## config.mk

```make
export PLATFORM = sky130hd
export DESIGN_NAME = eirq_ctrl
export DESIGN_NICKNAME = d
export VERILOG_FILES = /design/src/rtl/eirq_pkg.sv /design/src/rtl/eirq_ctrl.sv
export VERILOG_INCLUDE_DIRS = /design/src /design/src/rtl
export SDC_FILE = /design/constraint.sdc
export NUM_CORES = 1
export LEC_CHECK = 0
export CAP_MARGIN = 10
export CORE_UTILIZATION = 55
export CTS_CLUSTER_DIAMETER = 50
export DETAILED_ROUTE_END_ITERATION = 8
export DONT_BUFFER_PORTS = 1
export PLACE_DENSITY = 0.7
export SYNTH_ARGS = -nofsm -noshare
export SYNTH_HDL_FRONTEND = slang
export SYNTH_SLANG_ARGS = --single-unit
```

## constraint.sdc

```tcl
create_clock -name clk -period 3.6 [get_ports clk]
set_clock_uncertainty 0.05 [all_clocks]
set_input_delay 0.18 -clock clk [delete_from_list [all_inputs] [get_ports clk]]
set_output_delay 0.18 -clock clk [all_outputs]
set_load 0.02 [all_outputs]
```

## src/rtl/eirq_defines.svh

```systemverilog
// Purpose: named constants of the external interrupt and reset pin block
// Assumes: 32-bit apb, byte addresses, one aligned word per register
// Notes:   included by the package and the design module
`ifndef EIRQ_DEFINES_SVH
`define EIRQ_DEFINES_SVH

// ----------------------------------------------------------------------
// register map
// ----------------------------------------------------------------------
`define EIRQ_ADDR_W         8
`define EIRQ_OFS_OPTION     8'h00
`define EIRQ_OFS_CTRL       8'h04

// ----------------------------------------------------------------------
// field positions
// ----------------------------------------------------------------------
`define EIRQ_OPT_LEVEL_BIT  0
`define EIRQ_OPT_MERGE_BIT  1
`define EIRQ_CTRL_MASK_BIT  0
`define EIRQ_CTRL_ACK_BIT   1
`define EIRQ_CTRL_REQ_BIT   2
`define EIRQ_CTRL_PIN_BIT   3

// ----------------------------------------------------------------------
// widths and reset values
// ----------------------------------------------------------------------
`define EIRQ_KBD_W          4
`define EIRQ_OPT_RESET      2'h0
`define EIRQ_MASK_RESET     1'h0
`define EIRQ_KBD_IDLE       4'h0

`endif

```

## src/rtl/eirq_pkg.sv

```systemverilog
// Purpose: types of the external interrupt and reset pin block
// Assumes: eirq_defines.svh on the include path
// Notes:   option fields, pin samples and reset causes travel as packed structs
package eirq_pkg;
  `include "eirq_defines.svh"

  // option_config_register contents
  typedef struct packed {
    logic port_irq_merge_enable;
    logic level_sense;
  } eirq_opt_s;

  // synchronised pin samples
  typedef struct packed {
    logic                   irq_n;
    logic [`EIRQ_KBD_W-1:0] kbd;
  } eirq_pins_s;

  // internal reset causes
  typedef struct packed {
    logic watchdog_timeout;
    logic illegal_address;
    logic low_voltage;
  } eirq_rst_src_s;
endpackage

```

## src/rtl/eirq_ctrl.sv

```systemverilog
// Purpose: external interrupt pin, keyboard merge and reset pin logic
// Assumes: apb slave, zero wait states, pin inputs synchronous to clk
// Notes:   level requests also reach cpu_irq combinationally
`timescale 1ns/1ps
`include "eirq_defines.svh"

// How it works
// - with the sensitivity bit set the low interrupt pin reaches the cpu request through a path that needs no clock edge.
// - with the sensitivity bit clear only a falling edge requests, with it set a low level requests too.
// - with the merge bit set the four keyboard pins are ORed into the same request.
// - keyboard pins are active high, so a rising edge or a high level counts as an event.
// - the edge or level choice applies equally to the interrupt pin and the keyboard pins.
// - an outside party holding the reset pin low keeps the device in reset.
// - the device drives the reset pin low while a watchdog, illegal address or low voltage reset acts.
// - the request has a software readable flag and a software mask that blocks cpu delivery.
module eirq_ctrl
  import eirq_pkg::*;
(
  // clock and reset
  input  wire logic                        clk,
  input  wire logic                        rst,
  // apb slave
  input  wire logic                        psel,
  input  wire logic                        penable,
  input  wire logic                        pwrite,
  input  wire logic [`EIRQ_ADDR_W-1:0]     paddr,
  input  wire logic [31:0]                 pwdata,
  output logic      [31:0]                 prdata,
  output logic                             pready,
  output logic                             pslverr,
  // interrupt pins
  input  wire logic                        irq_pin_n,
  input  wire logic [`EIRQ_KBD_W-1:0]      keyboard_irq_pins,
  // reset pin, open drain
  input  wire logic                        reset_pin_in,
  output logic                             reset_pin_out,
  output logic                             reset_pin_oe_n,
  // internal reset causes
  input  wire eirq_rst_src_s               rst_src,
  // cpu side
  output logic                             cpu_irq,
  output logic                             core_reset
);

  // ----------------------------------------------------------------------
  // state
  // ----------------------------------------------------------------------
  eirq_opt_s               option_config_register;
  eirq_opt_s               next_option_config_register;
  logic                    irq_mask;
  logic                    next_irq_mask;
  logic                    req_flag;
  logic                    next_req_flag;
  eirq_pins_s              sync1;
  eirq_pins_s              sync2;
  eirq_pins_s              prev;
  logic [31:0]             next_prdata;
  logic                    drive_low;
  logic                    next_drive_low;
  logic                    local_rst;
  logic                    wr_access;
  logic                    rd_setup;
  logic                    edge_evt;
  logic                    level_evt;
  logic                    ack;

  function automatic logic addr_mapped(input logic [`EIRQ_ADDR_W-1:0] a);
    addr_mapped = (a == `EIRQ_OFS_OPTION) || (a == `EIRQ_OFS_CTRL);
  endfunction

  // ----------------------------------------------------------------------
  // reset pin
  // ----------------------------------------------------------------------
  assign local_rst      = rst | ~reset_pin_in;
  assign core_reset     = local_rst;
  assign next_drive_low = |rst_src;
  assign reset_pin_out  = 1'b0;
  assign reset_pin_oe_n = ~(drive_low | next_drive_low);

  always_ff @(posedge clk) begin
    if (rst) begin
      drive_low <= 1'b0;
    end else begin
      drive_low <= next_drive_low;
    end
  end

  // ----------------------------------------------------------------------
  // pin synchroniser and event detect
  // ----------------------------------------------------------------------
  always_ff @(posedge clk) begin
    if (local_rst) begin
      sync1 <= '{irq_n: 1'b1, kbd: `EIRQ_KBD_IDLE};
      sync2 <= '{irq_n: 1'b1, kbd: `EIRQ_KBD_IDLE};
      prev  <= '{irq_n: 1'b1, kbd: `EIRQ_KBD_IDLE};
    end else begin
      sync1 <= '{irq_n: irq_pin_n, kbd: keyboard_irq_pins};
      sync2 <= sync1;
      prev  <= sync2;
    end
  end

  always_comb begin
    edge_evt  = (prev.irq_n & ~sync2.irq_n)
              | (option_config_register.port_irq_merge_enable
                 & |(~prev.kbd & sync2.kbd));
    level_evt = option_config_register.level_sense
              & (~sync2.irq_n
                 | (option_config_register.port_irq_merge_enable
                    & |sync2.kbd));
  end

  // ----------------------------------------------------------------------
  // request output
  // ----------------------------------------------------------------------
  always_comb begin
    cpu_irq = ~irq_mask
            & (req_flag
               | (option_config_register.level_sense
                  & (~irq_pin_n
                     | (option_config_register.port_irq_merge_enable
                        & |keyboard_irq_pins))));
  end

  // ----------------------------------------------------------------------
  // apb registers
  // ----------------------------------------------------------------------
  assign pready    = 1'b1;
  assign wr_access = psel & penable & pwrite & addr_mapped(paddr);
  assign rd_setup  = psel & ~penable & ~pwrite;
  assign ack       = wr_access && paddr == `EIRQ_OFS_CTRL
                     && pwdata[`EIRQ_CTRL_ACK_BIT];

  always_comb begin
    pslverr                     = psel & penable & ~addr_mapped(paddr);
    next_option_config_register = option_config_register;
    next_irq_mask               = irq_mask;
    next_prdata                 = prdata;
    if (wr_access && paddr == `EIRQ_OFS_OPTION) begin
      next_option_config_register.level_sense           = pwdata[`EIRQ_OPT_LEVEL_BIT];
      next_option_config_register.port_irq_merge_enable = pwdata[`EIRQ_OPT_MERGE_BIT];
    end else if (wr_access && paddr == `EIRQ_OFS_CTRL) begin
      next_irq_mask = pwdata[`EIRQ_CTRL_MASK_BIT];
    end
    // set wins over acknowledge
    next_req_flag = ((req_flag & ~ack) | edge_evt | level_evt);
    if (rd_setup) begin
      next_prdata = 32'h0;
      if (paddr == `EIRQ_OFS_OPTION) begin
        next_prdata[`EIRQ_OPT_LEVEL_BIT] = option_config_register.level_sense;
        next_prdata[`EIRQ_OPT_MERGE_BIT] = option_config_register.port_irq_merge_enable;
      end else if (paddr == `EIRQ_OFS_CTRL) begin
        next_prdata[`EIRQ_CTRL_MASK_BIT] = irq_mask;
        next_prdata[`EIRQ_CTRL_REQ_BIT]  = req_flag;
        next_prdata[`EIRQ_CTRL_PIN_BIT]  = sync2.irq_n;
      end
    end
  end

  always_ff @(posedge clk) begin
    if (local_rst) begin
      option_config_register <= `EIRQ_OPT_RESET;
      irq_mask               <= `EIRQ_MASK_RESET;
      req_flag               <= 1'b0;
      prdata                 <= 32'h0;
    end else begin
      option_config_register <= next_option_config_register;
      irq_mask               <= next_irq_mask;
      req_flag               <= next_req_flag;
      prdata                 <= next_prdata;
    end
  end
endmodule // eirq_ctrl

```

== Word level (Yosys, flattened, before mapping) ==
Cells that the tools add are included.

* Bits of input ports: 54
* Word-level logic and storage cells: 62
* Output and inout bits: 38
* Bits in registers: 24

* Eq/ne operators: 1
* Bitwise gates (word level): 34
* Multiplexer cells: 5
* Reduce and logical (&&, ||, !) cells: 10

{| class="wikitable"
|+ Operators with widths
! cell !! number
|-
| 1-bit bitwise AND || 14
|-
| 4-bit OR reduction || 3
|-
| 1-bit NOT || 10
|-
| 8-bit by 3-bit equality test with 1-bit output (second input constant) || 1
|-
| 8-bit logical NOT || 1
|-
| 1-bit bitwise OR || 8
|-
| 4-bit bitwise AND || 1
|-
| 2-bit 2-to-1 mux || 2
|-
| 4-bit NOT || 1
|-
| 1-bit logical AND || 3
|-
| 1-bit 2-to-1 mux || 3
|-
| 3-bit OR reduction || 1
|-
| 2-bit AND reduction || 1
|-
| 1-bit logical OR || 1
|}

== Longest topological paths before layout ==
* Depth after elaboration: 9
* Depth in mapped cells: 4
* Gate-level depth less buffers: 3

== Worst setup path after synthesis ==
OpenSTA, ideal clock, no wires.

* Kind: input to register
* Start point: in paddr[4]
* End point: reg option_config_register[0] (netlist name)
* Stages: 3
* Setup time: 0.072 ns
* Arrival time: 1.233 ns
* Path slack: 2.245 ns
* Path buffers: 0
* Data required time: 3.478 ns
* Path through: or4_4 nor4_4 mux2i_1

* Cells in the longest elaborated chain, start to end: 4
* Elaborated cells between the ends (all ways): 5
* Classes of those cells: 1 x eq/ne; 1 x bitwise; 3 x reduce/logical

{| class="wikitable"
|+ RTL lines
! item !! RTL line !! source
|-
| from (decl) || eirq_ctrl.sv:26 || <nowiki>input wire logic [`EIRQ_ADDR_W-1:0] paddr,</nowiki>
|-
| 8-bit by 3-bit equality test with 1-bit output (no line) / 8-bit logical NOT (equally long branches) || -- ||
|-
| 1-bit logical OR || eirq_ctrl.sv:68 || <nowiki>addr_mapped = (a == `EIRQ_OFS_OPTION) || (a == `EIRQ_OFS_CTRL);</nowiki>
|-
| 1-bit bitwise AND || eirq_ctrl.sv:129 || <nowiki>assign wr_access = psel & penable & pwrite & addr_mapped(paddr);</nowiki>
|-
| 1-bit logical AND (no line) * || -- ||
|-
| to (signal assigned) || eirq_ctrl.sv:162 || <nowiki>option_config_register <= `EIRQ_OPT_RESET;</nowiki>
|-
| to (signal assigned) || eirq_ctrl.sv:167 || <nowiki>option_config_register <= next_option_config_register;</nowiki>
|-
| to (decl) || eirq_ctrl.sv:48 || <nowiki>eirq_opt_s option_config_register;</nowiki>
|}

Mark *: on every way between the ends. The rest lies on a longest branch, timed or not.
A chain may end at the register's enable or synchronous reset.

== Final worst setup path ==
* Start point: reg option_config_register[1] (netlist name)
* End point: out cpu_irq

* Cells in the longest elaborated chain, start to end: 5

{| class="wikitable"
|+ RTL lines
! item !! RTL line !! source
|-
| 1-bit bitwise AND || eirq_ctrl.sv:122 || <nowiki>& |keyboard_irq_pins))));</nowiki>
|-
| 1-bit bitwise OR || eirq_ctrl.sv:121 || <nowiki>| (option_config_register.port_irq_merge_enable</nowiki>
|-
| 1-bit bitwise AND || eirq_ctrl.sv:120 || <nowiki>& (~irq_pin_n</nowiki>
|-
| 1-bit bitwise OR || eirq_ctrl.sv:119 || <nowiki>| (option_config_register.level_sense</nowiki>
|-
| 1-bit bitwise AND || eirq_ctrl.sv:118 || <nowiki>& (req_flag</nowiki>
|-
| to (decl) || eirq_ctrl.sv:41 || <nowiki>output logic cpu_irq,</nowiki>
|}

Every way passes these cells.

==> flow_summary.yaml <==
floorplan:
  die_area_sq_um: 2350
  ios: 92
  start_util_pct: 59.4
  die_w_um: 48.5
  dieHeight_um: 48.5
  fp.coreArea_sq_um: 2000
  num_rows: 16
clock_tree:
  numCtsBuffers: 3
  ctsRootBufferMaster: "clkbuf_4"
  ctsHoldBuffers: 10
  clock_latency_ps: 310
  cts-htree-levels: 1
  clockBufferDepth: 2
  post_cts_buffers: 0
  cts_resized: 0
  path_clk_slew_ps: 120
  cts_sinks: 24
  tritoncts: "yes"
detailed_routing:
  ant_nets: 0
  drt_wl_total_mm: 1.75
  post_drt_via_cell_ratio: 4.76
  firstDrtPassIters: 4
  post-route-drc-count: 0
  vias: 810
  drt_iter0_drc: 11
  wl_per_cell_um: 10.3
grt:
  gr-total-overflow: 0
  grt_max_degree: 22
  antenna_found_initial: 0
  grt_pass1_vias: 744
  grt.total_usage_pct: 16.2
  grt_pass1_wl_mm: 2.94
finish:
  mostFrequentLayoutCells: "conb_1, dfxtp_1, nand2_1, and2_1, dlygate4sd3_1"
  final_nets: 198
  final_core_util_pct: 61.9
  drive_above_1_share_pct: 6.99
  areaGrowthSynthToFinish_pct: 4.21
  n_antenna_cell: 0
  design_area_sq_um: 1240
  final_common_cell: "conb_1"
  final_cells: 170
power_and_ir_drop:
  powerDensity_nw_per_um2: 373
  pwr-share-clk_pct: 29.1
  ir_drop_uv: 313
  pwr-share-comb_pct: 12.3
  total_power_mw: 0.463
  p_sw_mw: 0.116
  leakage_nw: 0.501
  p_int_mw: 0.347
  switching_share_pct: 25.1
  seq_power_share_pct: 58.5
sta:
  hold_ws_ps: 20.3
  worst-slew-pin-transition_ps: 864
  rsz0062_at_grt: "false"
  fin_crit_sh_pct: 44.4
  fin_crit_ps: 1600
  relSlewSlack_pct: 41.8
  slew_violations: 0
  hold_viol: 0
  setup_tns_ps: 0
  finalWorstSetupSlack_ps: 2000
  fmax_mhz: 625
  setup_viol: 0
synth:
  yosys_warnings: 0
  syn_avg_cell_area_sq_um: 9.01
  yosysSeqAreaShare_pct: 40.4
  syn-cell-area_sq_um: 1190
  synthCells: 132
  ys_ff_latch: 24
  synth_cell_types: 29
outcome:
  status: "completed"
setup_path:
  path_class: "flop to primary output"
  worst_setup_path_end_kind: "primary output"
  cp_top_family: "compound AO/OA/AOI/OAI gates"
  startpoint_type: "flop"
  crit_buf_inv: 0
  cp_max_fo: 5
  path_cells: "o41a_1, o21ai_0, a21oi_1"
  max_stage_delay_ps: 430
  cp_data_required_time_ps: 3370
  cpMaxStageDelayCell: "dfxtp_1"
  arrival_ps: 1370
placed_design:
  globalplace.congestion: 0.796
  portBuffers: 0
  place_area_sq_um: 1100
  place_ws_ps: 2150
  dpl.hpwl_mm: 1.22
  dp_cells: 156
worst_hold_path:
  hold_class: "primary input to flop"
flow_run:
  drv_cap: 0
[registers in the layout (all words and copies together), names as in the netlist]
register and cells:
irq_mask 1, prev 5, req_flag 1, sync1 5, drive_low 1, prdata 4, sync2 5, option_config_register 2
[synthesized netlist by cell type, drive strengths merged]
| cell type | count | area [sq um] |
|---|---|---|
| buf | 30 | 225 |
| nor2b | 6 | 37.5 |
| and2 | 12 | 75.1 |
| nor4bb | 2 | 20.0 |
| nor3 | 2 | 10.0 |
| nand2b | 2 | 12.5 |
| clkbuf | 2 | 7.51 |
| o41ai | 2 | 17.5 |
| nor3b | 1 | 7.51 |
| dfxtp | 24 | 480 |
| a21oi | 6 | 30.0 |
| nand2 | 12 | 45.0 |
| nand4 | 5 | 31.3 |
| a31oi | 1 | 6.26 |
| or4 | 1 | 11.3 |
| conb | 2 | 7.51 |
| or3 | 1 | 6.26 |
| mux2i | 3 | 30.0 |
| nor2 | 2 | 7.51 |
| nand3 | 1 | 5.00 |
| nor4 | 5 | 52.6 |
| o22a | 1 | 8.76 |
| mux2 | 1 | 11.3 |
| or3b | 1 | 8.76 |
| o41a | 1 | 11.3 |
| o21ai | 1 | 5.00 |
| inv | 5 | 18.8 |
[kinds of logic (layout without fill, tap and decap cells)]
logic type	Yosys count	in the layout	share of synthesized area, %
AOI/OAI and AO/OA	12	12	6.62
buffers and inverters	37	20	21.1
DFF	24	24	40.4
muxes	4	4	3.47
other	2	30	0.631
and+or+nand+nor	53	53	27.8
[cell type report]
class,count,area [sq um]
fillers,184,762
multi-input cells,99,563
flip-flops and latches,24,480
repair buffers,11,108
clock buffers,4,36.3
well taps,27,33.8
inverters,5,18.8
[worst paths after layout]
| kind | depth (start not counted) | from | end | slack (ps) |
|---|---|---|---|---|
| worst max register to register | 3 | sync2[3] | req_flag | 2490 |
| worst min-delay path | 3 | paddr[2] | prdata[1] | 20 |
| worst min register to register | 1 | sync1[4] | sync2[4] | 370 |
| worst max-delay path | 3 | option_config_register[1] | cpu_irq | 2000 |
[power groups by stage]
stage	Combinational (mW)	Clock (mW)	Sequential (mW)
floorplan	0.0694	0	0.277
global placement	0.0467	0	0.277
detailed placement	0.0470	0	0.277
CTS	0.0562	0.139	0.271
global route	0.0618	0.154	0.272
finish	0.0572	0.135	0.271
[worst register-to-register path, stage by stage (launching register included)]
cell,delay (ps)
dfxtp_1,330
nor2b_1,120
o41ai_1,380
a31oi_1,120
[metal layers]
metal	track usage [%]	wire, um	part of all wire [%]	vias to the layer above
met5	0	0	0	-
met4	4.41	10	0.57	0
met3	5.66	135	7.7	2
met2	28.4	854	49	45
met1	18.6	747	43	355
li1	-	-	-	408
Power figures use the tool's default switching activity.
